## src/buck_cfg_params.svh

```systemverilog
// register offsets, field positions, reset values and masks of the
// buck configuration bank; assumes byte-wide registers on an 8-bit map
`ifndef BUCK_CFG_PARAMS_SVH
`define BUCK_CFG_PARAMS_SVH

// ********************************************************************
// register offsets
// ********************************************************************
`define OFS_PAIR_NORMAL 8'h20
`define OFS_PAIR_STANDBY 8'h21
`define OFS_PAIR_SLEEP 8'h22
`define OFS_PAIR_MODE 8'h23
`define OFS_PAIR_CONF 8'h24
`define OFS_THIRD_NORMAL 8'h2E
`define OFS_THIRD_STANDBY 8'h2F
`define OFS_THIRD_SLEEP 8'h30
`define OFS_THIRD_MODE 8'h31
`define OFS_THIRD_CONF 8'h32

// ********************************************************************
// register indices inside the bank
// ********************************************************************
`define NUM_REGS 10
`define IDX_PAIR_NORMAL 0
`define IDX_PAIR_STANDBY 1
`define IDX_PAIR_SLEEP 2
`define IDX_PAIR_MODE 3
`define IDX_PAIR_CONF 4
`define IDX_THIRD_NORMAL 5
`define IDX_THIRD_STANDBY 6
`define IDX_THIRD_SLEEP 7
`define IDX_THIRD_MODE 8
`define IDX_THIRD_CONF 9

// ********************************************************************
// reset values and writable-bit masks
// ********************************************************************
`define RST_CODE 8'h00
`define RST_MODE 8'h08
`define RST_CONF 8'h00
`define MASK_CODE 8'h3F
`define MASK_MODE 8'h2F
`define MASK_CONF 8'hFF
`define RST_MODE_FIELD 4'h8

// ********************************************************************
// field positions
// ********************************************************************
`define CODE_MSB 5
`define MODE_MSB 3
`define SLEEP_STATE_BIT 5
`define ILIM_BIT 0
`define SPARE_BIT 1
`define FREQ_MSB 3
`define FREQ_LSB 2
`define PHASE_MSB 5
`define PHASE_LSB 4
`define RAMP_MSB 7
`define RAMP_LSB 6

// ********************************************************************
// set-point scale in millivolts
// ********************************************************************
`define VBASE_MV 11'd300
`define VSTEP_MV 11'd25

`endif

```

## src/buck_cfg_pkg.sv

```systemverilog
// types shared by the buck configuration bank and its byte registers;
// assumes buck_cfg_params.svh supplies the numeric constants
package buck_cfg_pkg;

    typedef enum logic [1:0] {
        PWR_NORMAL = 2'h0,
        PWR_STANDBY = 2'h1,
        PWR_SLEEP = 2'h2
    } power_state_t;

    typedef struct packed {
        logic [7:0] value;
    } byte_reg_t;

    typedef struct packed {
        logic [7:0] rd_data;
        logic rd_valid;
        logic [5:0] pair_code;
        logic [5:0] third_code;
        logic [10:0] pair_mv;
        logic [10:0] third_mv;
        logic pair_on;
        logic third_on;
        logic pair_pfm;
        logic third_pfm;
    } bank_state_t;

endpackage

```

## src/cfg_byte_reg.sv

```systemverilog
// one byte-wide configuration register with per-bit write mask;
// assumes write strobe and data come from logic on core_clk
`timescale 1ns/1ps
`include "buck_cfg_params.svh"

module cfg_byte_reg #(
    parameter logic [7:0] RESET_VALUE = 8'h00,
    parameter logic [7:0] WRITE_MASK = 8'hFF
) (
    // clock and reset
    input wire logic core_clk,
    input wire logic nrst,
    // write port
    input wire logic wr_en,
    input wire logic [7:0] wdata,
    // stored value
    output logic [7:0] value
);

    buck_cfg_pkg::byte_reg_t state;
    buck_cfg_pkg::byte_reg_t next_state;

    // masked bits stay at reset value, so they read back as the RESET_VALUE bits (zero in every register of this bank)
    always_comb begin
        next_state = state;
        if (wr_en) begin
            next_state.value = (wdata & WRITE_MASK) |
                               (RESET_VALUE & ~WRITE_MASK);
        end
    end

    always_ff @(posedge core_clk) begin
        if (!nrst) begin
            state.value <= RESET_VALUE;
        end else begin
            state <= next_state;
        end
    end

    assign value = state.value;

endmodule

```

## src/buck_cfg_bank.sv

```systemverilog
// configuration bank of the paired buck and the third buck: voltage
// set-points, switching mode, sleep state, current limit, frequency,
// phase clock and ramp speed; assumes the control serial bus slave
// presents byte accesses on core_clk and the power-mode sequencer
// drives power_state on the same clock
`timescale 1ns/1ps
`include "buck_cfg_params.svh"

module buck_cfg_bank (
    // clock and reset
    input wire logic core_clk,
    input wire logic nrst,
    // register access from the control bus slave
    input wire logic wr_en,
    input wire logic rd_en,
    input wire logic [7:0] addr,
    input wire logic [7:0] wdata,
    output logic [7:0] rd_data,
    output logic rd_valid,
    // power mode from the sequencer
    input wire buck_cfg_pkg::power_state_t power_state,
    // paired buck settings
    output logic [5:0] pair_normal_code,
    output logic [5:0] pair_standby_code,
    output logic [5:0] pair_sleep_code,
    output logic [3:0] pair_mode_field,
    output logic pair_sleep_state_bit,
    output logic pair_current_limit_bit,
    output logic [1:0] pair_frequency_field,
    output logic [1:0] pair_phase_field,
    output logic [1:0] pair_ramp_speed_field,
    // per-phase copies of the shared pair settings
    output logic [1:0] phase_a_freq,
    output logic [1:0] phase_b_freq,
    output logic [1:0] phase_a_ramp,
    output logic [1:0] phase_b_ramp,
    // paired buck operating point
    output logic [5:0] pair_active_code,
    output logic [10:0] pair_setpoint_mv,
    output logic pair_regulator_on,
    output logic pair_sleep_pfm,
    // third buck settings
    output logic [5:0] third_normal_code,
    output logic [5:0] third_standby_code,
    output logic [5:0] third_sleep_code,
    output logic [3:0] third_mode_field,
    output logic third_sleep_state_bit,
    output logic third_current_limit_bit,
    output logic [1:0] third_frequency_field,
    output logic [1:0] third_phase_field,
    output logic [1:0] third_ramp_speed_field,
    // third buck operating point
    output logic [5:0] third_active_code,
    output logic [10:0] third_setpoint_mv,
    output logic third_regulator_on,
    output logic third_sleep_pfm
);

    // ****************************************************************
    // register map tables
    // ****************************************************************
    localparam logic [7:0] REG_OFS [`NUM_REGS] = '{
        `OFS_PAIR_NORMAL,
        `OFS_PAIR_STANDBY,
        `OFS_PAIR_SLEEP,
        `OFS_PAIR_MODE,
        `OFS_PAIR_CONF,
        `OFS_THIRD_NORMAL,
        `OFS_THIRD_STANDBY,
        `OFS_THIRD_SLEEP,
        `OFS_THIRD_MODE,
        `OFS_THIRD_CONF
    };

    // spare config bit 1 stays writable; mode bit 4 and top bits do not
    localparam logic [7:0] REG_MASK [`NUM_REGS] = '{
        `MASK_CODE, `MASK_CODE, `MASK_CODE, `MASK_MODE, `MASK_CONF,
        `MASK_CODE, `MASK_CODE, `MASK_CODE, `MASK_MODE, `MASK_CONF
    };

    localparam logic [7:0] REG_RST [`NUM_REGS] = '{
        `RST_CODE, `RST_CODE, `RST_CODE, `RST_MODE, `RST_CONF,
        `RST_CODE, `RST_CODE, `RST_CODE, `RST_MODE, `RST_CONF
    };

    // ****************************************************************
    // register storage
    // ****************************************************************
    logic [7:0] reg_value [`NUM_REGS];
    logic [`NUM_REGS-1:0] hit;

    genvar gi;
    generate
        for (gi = 0; gi < `NUM_REGS; gi = gi + 1) begin : g_reg
            assign hit[gi] = (addr == REG_OFS[gi]);
            cfg_byte_reg #(
                .RESET_VALUE(REG_RST[gi]),
                .WRITE_MASK(REG_MASK[gi])
            ) u_reg (
                .core_clk(core_clk),
                .nrst(nrst),
                .wr_en(wr_en && hit[gi]),
                .wdata(wdata),
                .value(reg_value[gi])
            );
        end
    endgenerate

    // ****************************************************************
    // field outputs
    // ****************************************************************
    logic [7:0] pair_mode_reg;
    logic [7:0] pair_conf_reg;
    logic [7:0] third_mode_reg;
    logic [7:0] third_conf_reg;

    assign pair_mode_reg = reg_value[`IDX_PAIR_MODE];
    assign pair_conf_reg = reg_value[`IDX_PAIR_CONF];
    assign third_mode_reg = reg_value[`IDX_THIRD_MODE];
    assign third_conf_reg = reg_value[`IDX_THIRD_CONF];

    assign pair_normal_code =
        reg_value[`IDX_PAIR_NORMAL][`CODE_MSB:0];
    assign pair_standby_code =
        reg_value[`IDX_PAIR_STANDBY][`CODE_MSB:0];
    assign pair_sleep_code =
        reg_value[`IDX_PAIR_SLEEP][`CODE_MSB:0];
    assign pair_mode_field = pair_mode_reg[`MODE_MSB:0];
    assign pair_sleep_state_bit =
        pair_mode_reg[`SLEEP_STATE_BIT];
    assign pair_current_limit_bit = pair_conf_reg[`ILIM_BIT];
    assign pair_frequency_field =
        pair_conf_reg[`FREQ_MSB:`FREQ_LSB];
    assign pair_phase_field =
        pair_conf_reg[`PHASE_MSB:`PHASE_LSB];
    assign pair_ramp_speed_field =
        pair_conf_reg[`RAMP_MSB:`RAMP_LSB];

    // both phases run off one register, so they cannot drift apart
    assign phase_a_freq = pair_frequency_field;
    assign phase_b_freq = pair_frequency_field;
    assign phase_a_ramp = pair_ramp_speed_field;
    assign phase_b_ramp = pair_ramp_speed_field;

    assign third_normal_code =
        reg_value[`IDX_THIRD_NORMAL][`CODE_MSB:0];
    assign third_standby_code =
        reg_value[`IDX_THIRD_STANDBY][`CODE_MSB:0];
    assign third_sleep_code =
        reg_value[`IDX_THIRD_SLEEP][`CODE_MSB:0];
    assign third_mode_field = third_mode_reg[`MODE_MSB:0];
    assign third_sleep_state_bit =
        third_mode_reg[`SLEEP_STATE_BIT];
    assign third_current_limit_bit = third_conf_reg[`ILIM_BIT];
    assign third_frequency_field =
        third_conf_reg[`FREQ_MSB:`FREQ_LSB];
    assign third_phase_field =
        third_conf_reg[`PHASE_MSB:`PHASE_LSB];
    assign third_ramp_speed_field =
        third_conf_reg[`RAMP_MSB:`RAMP_LSB];

    // ****************************************************************
    // read path and operating point
    // ****************************************************************
    function automatic logic [10:0] code_to_mv(input logic [5:0] code);
        code_to_mv = `VBASE_MV + ({5'h00, code} * `VSTEP_MV);
    endfunction

    function automatic logic [5:0] pick_code(
        input buck_cfg_pkg::power_state_t ps,
        input logic [5:0] normal_code,
        input logic [5:0] standby_code,
        input logic [5:0] sleep_code
    );
        case (ps)
            buck_cfg_pkg::PWR_NORMAL: begin
                pick_code = normal_code;
            end
            buck_cfg_pkg::PWR_STANDBY: begin
                pick_code = standby_code;
            end
            buck_cfg_pkg::PWR_SLEEP: begin
                pick_code = sleep_code;
            end
            default: begin
                pick_code = normal_code;
            end
        endcase
    endfunction

    buck_cfg_pkg::bank_state_t state;
    buck_cfg_pkg::bank_state_t next_state;
    logic in_sleep;

    // set-points leave reset matching code zero, so mV never reads 0
    localparam buck_cfg_pkg::bank_state_t STATE_RST = '{
        8'h00, 1'b0, 6'h00, 6'h00, `VBASE_MV, `VBASE_MV,
        1'b0, 1'b0, 1'b0, 1'b0
    };

    assign in_sleep = (power_state == buck_cfg_pkg::PWR_SLEEP);

    always_comb begin
        next_state = state;
        next_state.rd_valid = rd_en;
        // unmapped offsets answer zero
        if (rd_en) begin
            next_state.rd_data = 8'h00;
            for (int i = 0; i < `NUM_REGS; i++) begin
                if (hit[i]) begin
                    next_state.rd_data = reg_value[i];
                end
            end
        end
        next_state.pair_code = pick_code(power_state, pair_normal_code,
            pair_standby_code, pair_sleep_code);
        next_state.third_code = pick_code(power_state, third_normal_code,
            third_standby_code, third_sleep_code);
        next_state.pair_mv = code_to_mv(next_state.pair_code);
        next_state.third_mv = code_to_mv(next_state.third_code);
        // sleep with the state bit clear switches the regulator off
        next_state.pair_on = !in_sleep || pair_sleep_state_bit;
        next_state.third_on = !in_sleep || third_sleep_state_bit;
        next_state.pair_pfm = in_sleep && pair_sleep_state_bit;
        next_state.third_pfm = in_sleep && third_sleep_state_bit;
    end

    always_ff @(posedge core_clk) begin
        if (!nrst) begin
            state <= STATE_RST;
        end else begin
            state <= next_state;
        end
    end

    assign rd_data = state.rd_data;
    assign rd_valid = state.rd_valid;
    assign pair_active_code = state.pair_code;
    assign pair_setpoint_mv = state.pair_mv;
    assign pair_regulator_on = state.pair_on;
    assign pair_sleep_pfm = state.pair_pfm;
    assign third_active_code = state.third_code;
    assign third_setpoint_mv = state.third_mv;
    assign third_regulator_on = state.third_on;
    assign third_sleep_pfm = state.third_pfm;
endmodule

```

## config.mk

```make
export PLATFORM = sky130hd
export DESIGN_NAME = buck_cfg_bank
export DESIGN_NICKNAME = d
export VERILOG_FILES = /design/src/buck_cfg_pkg.sv /design/src/cfg_byte_reg.sv /design/src/buck_cfg_bank.sv
export VERILOG_INCLUDE_DIRS = /design/src
export SDC_FILE = /design/constraint.sdc
export NUM_CORES = 1
export LEC_CHECK = 0
export ABC_AREA = 1
export BUFFER_PORTS_ARGS = -buffer_cell sky130_fd_sc_hd__buf_2
export CORE_MARGIN = 2
export CORE_UTILIZATION = 35
export CTS_CLUSTER_SIZE = 30
export DETAILED_ROUTE_END_ITERATION = 8
export GPL_TIMING_DRIVEN = 0
export HOLD_SLACK_MARGIN = 0.08
export PLACE_DENSITY = 0.54
export REMOVE_ABC_BUFFERS = 1
export SYNTH_ARGS = -nofsm -noshare
export SYNTH_HDL_FRONTEND = slang
export SYNTH_HIERARCHICAL = 1
export SYNTH_SLANG_ARGS = --single-unit
export TNS_END_PERCENT = 1
```

## constraint.sdc

```tcl
create_clock -name core_clk -period 7.45 [get_ports core_clk]
set_clock_uncertainty 0.15 [all_clocks]
set_input_delay 0.3725 -clock core_clk [delete_from_list [all_inputs] [get_ports core_clk]]
set_output_delay 0.3725 -clock core_clk [all_outputs]
set_load 0.005 [all_outputs]
```

== Word level (Yosys, flattened, before mapping) ==
Index checks and enable logic that the tools add are counted.
W data, S select, Z words.

* $add $sub $neg: 2
* $mul: 2
* Div/mod/pow operators: 0
* $lt $le $gt $ge: 0
* Equal/unequal tests: 12
* Shift operators: 0
* Mux-type cells: 12
* Bitwise gates (word level): 0
* Reductions and logical operators: 15

{| class="wikitable"
|+ Operators with widths
! kind !! number
|-
| $eq A8 B6 Y1 const B || 10
|-
| $mux W8 || 9
|-
| $pmux W6 S2 || 2
|-
| $add A9 B11 Y11 const A || 2
|-
| $mul A6 B5 Y11 const B || 2
|-
| $logic_and A1 B1 Y1 || 12
|-
| $mux W6 || 1
|-
| $eq A2 B1 Y1 const B || 1
|-
| $eq A2 B2 Y1 const B || 1
|-
| $logic_or A1 B1 Y1 || 2
|-
| $logic_not A1 Y1 || 1
|}

* Register bits: 109
* Bits in latches: 0
* Memory bits (writable): 0
* Bits in read-only memories: 0
* Input port bits: 22
* Memories: 0

== Depth between registers and ports, before layout ==
Gate-level depths: netlist of the first run.

* Word-level depth: 11
* Gate-level depth with buffers: 21
* Depth with buffers taken out: 20

== Cells and area by module ==
The synthesis of the first run kept the hierarchy.

{| class="wikitable"
|+ Modules (own cells, without submodules)
! module !! times used !! cells an instance !! area an instance (µm²)
|-
| buck_cfg_bank || 1 || 499 || 3419.5
|-
| cfg_byte_reg at g_reg[0].u_reg ... || 6 || 40 || 275.3
|-
| cfg_byte_reg at g_reg[4].u_reg ... || 2 || 51 || 356.6
|-
| cfg_byte_reg at g_reg[3].u_reg ... || 2 || 34 || 239.0
|}

== Worst setup path after synthesis of the first run ==
Ideal clock, no wire load.

* Path kind: in2reg
* Start point: input power_state[0]
* End point: register state (netlist bit third_setpoint_mv[10])
* Library setup time: 0.056 ns
* Arrival: 3.480 ns
* Required time: 7.244 ns
* Setup slack: 3.763 ns
* Cell stages on the path: 20
* Buffers on the path: 2
* Cells stage by stage: inv_1 -> ha_1 -> inv_2 -> buf_4 -> buf_6 -> o211ai_1 -> o21ai_1 -> or2_2 -> fa_1 -> inv_1 -> ha_1 -> fa_1 -> inv_1 -> o31ai_1 -> inv_1 -> o21ai_0 -> a21oi_1 -> xor2_1 -> nand2_1 -> inv_1

* Longest elaborated chain between the ends: 4
* Elaborated cells on any way between the ends: 5
* Those cells by class: add/sub: 1; mul: 1; eq/ne: 2; mux: 1

{| class="wikitable"
|+ RTL lines
! element !! RTL line !! RTL
|-
| start: declaration || buck_cfg_bank.sv:21 || <nowiki>input wire buck_cfg_pkg::power_state_t power_state,</nowiki>
|-
| $eq A2 B2 Y1 or $eq A2 B1 Y1 (tied branches) || buck_cfg_bank.sv:175 || <nowiki>case (ps)</nowiki>
|-
| $pmux W6 S2 (*) || buck_cfg_bank.sv:175 ||
|-
| $mul A6 B5 Y11 (no line) (*) || n/a ||
|-
| $add A9 B11 Y11 (no line) (*) || n/a ||
|-
| end signal: assignment || buck_cfg_bank.sv:232 || <nowiki>state <= next_state;</nowiki>
|-
| end: declaration || buck_cfg_bank.sv:191 || <nowiki>buck_cfg_pkg::bank_state_t state;</nowiki>
|}

Mark *: on every way between the ends. The rest lies on a longest branch, timed or not.
A chain may end at the register's enable or synchronous reset.

==> results.txt, run 1 <==
Status: finished clean
Xor-xnor portion of the synthesized cell area: 0.839%
Mapped cell area: 6260 um2
Final period util: 52.8%
Postcts setup bufs: 0
Fin Setup TNS: 0 ns
Clk slew on worst S/H paths: 0.07 ns
DR pass1 iterations: 4
RSZ-0062 raised after global routing: false
Ys Warns: 6
CTS root buf: clkbuf_16
Util after Layout: 40.7%
Worst vdd ir: 124 uV
Worst Tran Pin Value: 1.25 ns
Post-CTS sizing: 0
Drt drc: 0
Compound-Gate Fraction of Synth Area: 5.99%
Register area share after synthesis: 33.6%
Final Hold Fails: 0
Area Growth Syn to Fin: 13.1%
Post-synthesis average cell area: 6.89 um2
H-tree levels: 3
Ant diodes: 0
DR WL/cell: 13.6 um
1st-iter DRT viols: 234
CP startpoint kind: input pin
IO Count: 137
R2R cell count: 18
Drt total wl: 16.9 mm
Setup crit end: pair_setpoint_mv[10]$_SDFF_PN0_
WS Path Type: in -> reg
Pre-CTS setup slack: 3.15 ns
Post-route ant nets: 0
PwrDens: 179 nW/um2
Data arrival time of the critical path: 4.07 ns
Worst setup margin: 3.51 ns
Crit-path max FO: 20
Die Y: 138 um
Core area: 17400 um2
Fin Hold WS: 0.164 ns
Layout cells sized above 1: 22.0%
Vias in the first global route: 4835
Largest family of logic cells by synthesized area: simple AND/OR/NAND/NOR gates
Finished Cell Area: 7080 um2
Final min period: 3.94 ns
Worst R2R Setup Slack: 3.91 ns
Mux cell area share after synthesis: 0%
Clk buf depth: 2
Area after DPL: 6820 um2
Worst r2r src: g_reg[6].u_reg/value[1]$_SDFFE_PN0P_
Max cap viols: 0
Total GRT Usage: 18.2%
Slew Limit Headroom: 16.1%
Via count: 5416
Initial Util: 36.0%
CTS tree: built
Antenna violations before repair: 0
Commonest non-fill, non-tap cell in the layout: nand2_1
Setup-failing EPs final: 0
Crit. End Element: flop
Port bufs: 136
NumNets Final: 1081
Die Wd: 138 um
Sink Count: 105
DR vias/cell: 4.36
Hold_buf cts: 0
Mapped Cells: 909
Hold crit path type: in -> reg
Synth Area in Simple Gates: 32.7%
Fmax: 254 MHz
Most frequent cells in the layout: 220 x nand2_1, 148 x nor2_1, 139 x inv_1, 135 x buf_2, 105 x dfxtp_1
Worst skew pair latency: 0.36 ns
Worst Path Required: 7.59 ns
First-pass GRT wire length: 26.0 mm
Critical R2R Capture: third_setpoint_mv[10]$_SDFF_PN0_
Count of pins over their slew limit: 0
Leak pwr: 0.00371 uW
Die ar.: 19000 um2
DP HPWL: 12.5 mm
Worst setup path start: power_state[0]
Num CTS Buffers: 9
Synth Area in Adders: 9.91%
Post-synthesis cell type count: 39
Cell row count: 48
GP Congestion: 0.818
Largest net degree at the start of global routing: 78
Register bit count reported by yosys: 105
Grt ovf: 0
-- critical path: stages --
cell     delay, ns
buf_2         0.09
inv_1         0.04
ha_1          0.37
inv_2         0.19
o21ai_0       0.71
inv_1         0.19
ha_1          0.36
ha_1          0.30
ha_1          0.30
ha_1          0.33
o21ai_0       0.10
nand2_1       0.11
a21o_1        0.17
a21oi_1       0.16
o21ai_0       0.09
a21oi_1       0.17
-- Yosys cell counts, drive strengths merged --
| master | n | share of area, % |
|---|---|---|
| dfxtp | 105 | 34 |
| fa | 6 | 1.9 |
| nand4 | 16 | 1.6 |
| nor3 | 6 | 0.56 |
| nor2 | 183 | 13 |
| xnor2 | 5 | 0.70 |
| o221ai | 1 | 0.14 |
| a21oi | 25 | 2.4 |
| or2 | 5 | 0.50 |
| o21ai | 29 | 2.5 |
| a21o | 1 | 0.12 |
| clkbuf | 2 | 0.12 |
| a31oi | 1 | 0.10 |
| nor4 | 2 | 0.20 |
| ha | 40 | 8.0 |
| nand3 | 31 | 2.5 |
| buf | 53 | 7.4 |
| o211ai | 5 | 0.60 |
| nand2 | 235 | 15 |
| o31ai | 1 | 0.12 |
| xor2 | 1 | 0.14 |
| conb | 8 | 0.48 |
| clkinv | 4 | 0.32 |
| inv | 144 | 8.6 |
-- layout make-up --
cell class	count	area, um2
clock buffer	12	246
clock inverter	3	17.5
fill	1915	10300
inverter	148	561
multi-input combinational	611	3180
sequential	105	2100
tap	225	282
timing repair buffer	138	698
-- how the worst min path moves through the flow --
| stage | depth (start not counted) | slack, ns | startpoint | end |
|---|---|---|---|---|
| 3_3_place_gp | 2 | 0.31 | g_reg[4].u_reg/value[1]$_SDFFE_PN0P_ | g_reg[4].u_reg/value[1]$_SDFFE_PN0P_ |
| 6_report | 5 | 0.16 | wdata[7] | g_reg[4].u_reg/value[7]$_SDFFE_PN0P_ |
| 5_1_grt | 5 | 0.18 | wdata[7] | g_reg[4].u_reg/value[7]$_SDFFE_PN0P_ |
| 2_1_floorplan | 1 | 0.29 | nrst | pair_setpoint_mv[8]$_SDFF_PN1_ |
| 4_1_cts | 5 | 0.16 | wdata[7] | g_reg[9].u_reg/value[7]$_SDFFE_PN0P_ |
| 3_5_place_dp | 2 | 0.31 | rd_data[1]$_SDFFE_PN0P_ | rd_data[1]$_SDFFE_PN0P_ |
-- state kept, by name (all words and copies together) (netlist names) --
name                count
pair_setpoint_mv        9
third_active_code       6
third_regulator_on      1
pair_sleep_pfm          1
pair_active_code        6
pair_regulator_on       1
rd_data                 8
third_setpoint_mv       9
g.u_reg/value          62
third_sleep_pfm         1
rd_valid                1
-- stage by stage --
stage | cells | power [uW]
floorplan | 864 | 753
global placement | 1225 | 832
finish | 1242 | 1270
CTS | 1242 | 1290
global route | 1242 | 1350
detailed placement | 1227 | 835
-- logic make-up (layout without fill, tap and decap cells) --
| family | count (synthesis) | count (layout) |
|---|---|---|
| simple gates | 478 | 478 |
| buf+inv | 203 | 301 |
| flops | 105 | 105 |
| compound gates | 63 | 63 |
| fa+ha+maj | 46 | 46 |
| other cells | 8 | 18 |
| xor+xnor | 6 | 6 |
-- layer usage --
layer / track usage [%] / vias to the layer above / part of all wire, %
li1: - / 2912 / -
met1: 25.6 / 2354 / 49
met2: 28.4 / 133 / 45
met3: 2.76 / 17 / 4.4
met4: 5.84 / 0 / 1.7
met5: 0 / - / 0
-- where the power goes --
| group | switching [uW] | total, uW | internal, uW |
|---|---|---|---|
| sequential | 5.75 | 592 | 587 |
| combinational | 138 | 226 | 87.4 |
| clock | 218 | 452 | 234 |
| total | 363 | 1270 | 908 |
Note: power is estimated with default switching activity, not from simulation.
==> inputs of run 2 (changes only) <==
--- a/config.mk
+++ b/config.mk
@@ -6,7 +6,7 @@
 export SDC_FILE = /design/constraint.sdc
 export NUM_CORES = 1
 export LEC_CHECK = 0
-export ABC_AREA = 1
+export ABC_AREA = 0
 export BUFFER_PORTS_ARGS = -buffer_cell sky130_fd_sc_hd__buf_2
 export CORE_MARGIN = 2
 export CORE_UTILIZATION = 35
@@ -14,7 +14,7 @@
 export DETAILED_ROUTE_END_ITERATION = 8
 export GPL_TIMING_DRIVEN = 0
 export HOLD_SLACK_MARGIN = 0.08
-export PLACE_DENSITY = 0.54
+export PLACE_DENSITY = 0.56
 export REMOVE_ABC_BUFFERS = 1
 export SYNTH_ARGS = -nofsm -noshare
 export SYNTH_HDL_FRONTEND = slang
==> constraint.sdc (replaced) <==
create_clock -name core_clk -period 3.5 [get_ports core_clk]
set_clock_uncertainty 0.15 [all_clocks]
set_input_delay 0.175 -clock core_clk [delete_from_list [all_inputs] [get_ports core_clk]]
set_output_delay 0.175 -clock core_clk [all_outputs]
set_load 0.005 [all_outputs]
==> results.txt, run 2 <==
Filler Cells Inserted: 1799
Cell with the most instances after synthesis: dfxtp_1
Hold crit path type: in -> reg
Flop pwr share: 44.2%
Count of pins over their slew limit: 0
Share of the synthesized area in the top cell type: 33.6%
CTS tree: built
Worst skew pair latency: 0.35 ns
GP Congestion: 0.835
Ys Warns: 6
Final Hold Fails: 0
Largest net degree at the start of global routing: 67
Total GRT Usage: 18.3%
Ant diodes: 0
Util after Layout: 41.8%
Commonest non-fill, non-tap cell in the layout: buf_2
NumNets Final: 837
DR WL/cell: 17.4 um
Mapped cell area: 6260 um2
Antenna violations before repair: 0
Initial Util: 36.0%
Die Wd: 138 um
Final min period: 3.40 ns
DP HPWL: 12.5 mm
Data arrival time of the critical path: 3.54 ns
Post-synthesis cell type count: 62
Critical-path cell list: a221o_1 -> o21ai_4 -> or2_2 -> fa_1 -> inv_1 -> ha_1 -> ha_1 -> a21o_1 -> a21oi_1 -> nor2_1 -> or4_1 -> nand4_1
Worst Tran Pin Value: 1.23 ns
Gate power share: 15.5%
P_int: 2060 uW
Post-route ant nets: 0
Area leader, netlist: dfxtp_1
First-pass GRT wire length: 26.3 mm
RSZ-0062 raised after global routing: true
Worst Path Required: 3.65 ns
Via count: 4974
Clk slew on worst S/H paths: 0.07 ns
Die ar.: 19000 um2
Max reg flops: 62
Slew Limit Headroom: 17.5%
Area Growth Syn to Fin: 16.3%
PwrDens: 384 nW/um2
WS Path Type: reg -> reg
Most Frequent Cell on Critical Path: ha_1
Setup-failing EPs final: 0
Num CTS Buffers: 9
Vias in the first global route: 4631
1st-iter DRT viols: 245
Grt ovf: 0
IO Count: 137
Fmax: 294 MHz
Fin Hold WS: 0.0985 ns
DR pass1 iterations: 4
Reg with most FFs: g.u_reg/value
Crit-path max FO: 6
Max cap viols: 0
Status: finished clean
CP startpoint kind: flop
Sink Count: 105
CP max-delay cell: fa_1
Clk buf depth: 2
Die Y: 138 um
Register area share after synthesis: 33.6%
Switching pwr: 740 uW
Top cells by count, synth: 105 x dfxtp_1, 75 x mux2i_1, 72 x nor2b_1, 40 x ha_1, 34 x buf_4
Final period util: 97.0%
Mapped Cells: 665
Main synth FF type: dfxtp_1
Cell row count: 48
H-tree levels: 3
Sw Ratio: 26.4%
Drt drc: 0
Top post-synthesis cells by area: dfxtp_1 34%, mux2i_1 12%, ha_1 8.0%, nor2b_1 7.2%, buf_4 4.1%
Port bufs: 136
Core area: 17400 um2
CP peak stage delay: 0.49 ns
Asr flop ratio synth: 0%
Post-synthesis average cell area: 9.42 um2
Drt total wl: 17.4 mm
Most frequent cells in the layout: 135 x buf_2, 99 x dfxtp_1, 75 x mux2i_1, 72 x nor2b_1, 38 x ha_1
Clock power frac: 40.3%
Crit. End Element: flop
EDFF count, synth: 0
Leak pwr: 0.00310 uW
CTS root buf: clkbuf_16
DR vias/cell: 4.98
Worst vdd ir: 239 uV
Register bit count reported by yosys: 105
Layout cells sized above 1: 25.6%
## run 2: power groups by stage
stage / logic (uW) / registers [uW] / clock network [uW]
floorplan: 241 / 1270 / 0
finish: 435 / 1240 / 1130
global placement: 412 / 1270 / 0
CTS: 433 / 1240 / 1160
detailed placement: 417 / 1270 / 0
global route: 493 / 1240 / 1200
## run 2: worst max-delay path: cells and delay by family, from the launching register on
family / cells / cell delay [ns]
DFF: 1 / 0.43
buffers and inverters: 1 / 0.04
and+or+nand+nor: 4 / 0.94
AOI/OAI and AO/OA: 4 / 0.65
adders and majority gates: 3 / 1.12
## run 2: logic make-up after synthesis
kind of cell | share of synthesized area [%]
AOI/OAI and AO/OA | 13.7
xor gates and xnor gates | 1.26
adders and majority gates | 9.91
buffers and inverters | 10.4
DFF | 33.6
muxes | 13.1
other | 0.479
and+or+nand+nor | 17.5
## run 2: per-stage QoR
stage | area [um2] | cells | power, uW | setup slack, ns | TNS (ns)
2_1_floorplan | 5770 | 608 | 1510 | -0.170 | -0.343
3_3_place_gp | 6740 | 969 | 1680 | -1.08 | -8.76
3_5_place_dp | 6790 | 972 | 1680 | -1.05 | -8.63
4_1_cts | 7190 | 991 | 2830 | 0.00657 | 0
5_1_grt | 7290 | 998 | 2940 | -0.0221 | -0.0221
6_report | 7290 | 998 | 2800 | 0.104 | 0
## run 2: path summary, 6_finish.rpt
| check | startpoint | to | slack, ns | cells after the start |
|---|---|---|---|---|
| setup / recovery | g_reg[6].u_reg/value[1]$_SDFFE_PN0P_ | third_setpoint_mv[9]$_SDFF_PN0_ | 0.10 | 12 |
| setup reg to reg | g_reg[6].u_reg/value[1]$_SDFFE_PN0P_ | third_setpoint_mv[9]$_SDFF_PN0_ | 0.10 | 12 |
| hold / removal | wdata[3] | g_reg[8].u_reg/value[3]$_SDFFE_PN1P_ | 0.1 | 3 |
| hold reg to reg | g_reg[3].u_reg/value[3]$_SDFFE_PN1P_ | g_reg[3].u_reg/value[3]$_SDFFE_PN1P_ | 0.36 | 2 |
## run 2: cell type report
| type | count | area, um2 | area share [%] |
|---|---|---|---|
| Clock inverter | 4 | 76.3 | 1.05 |
| Clock buffer | 11 | 243 | 3.33 |
| Multi-Input combinational cell | 469 | 3630 | 49.8 |
| Timing Repair Buffer | 150 | 818 | 11.2 |
| Inverter | 34 | 130 | 1.79 |
| Sequential cell | 105 | 2110 | 29.0 |
| Tap cell | 225 | 282 | 3.86 |
## run 2: what timing repair did
item,CTS,global route
resized for setup,14,14
setup buffers,0,6
endpoints found under the setup margin,12,4
pin swaps,0,3
hold buffers,4,0
hold endpoints to repair,15,0
## run 2: metal layers
layer | track usage, % | up-vias | part of all wire [%]
li1 | - | 2487 | -
met1 | 25.0 | 2347 | 48
met2 | 28.6 | 120 | 45
met3 | 3.86 | 20 | 5.4
met4 | 6.69 | 0 | 1.9
met5 | 0 | - | 0
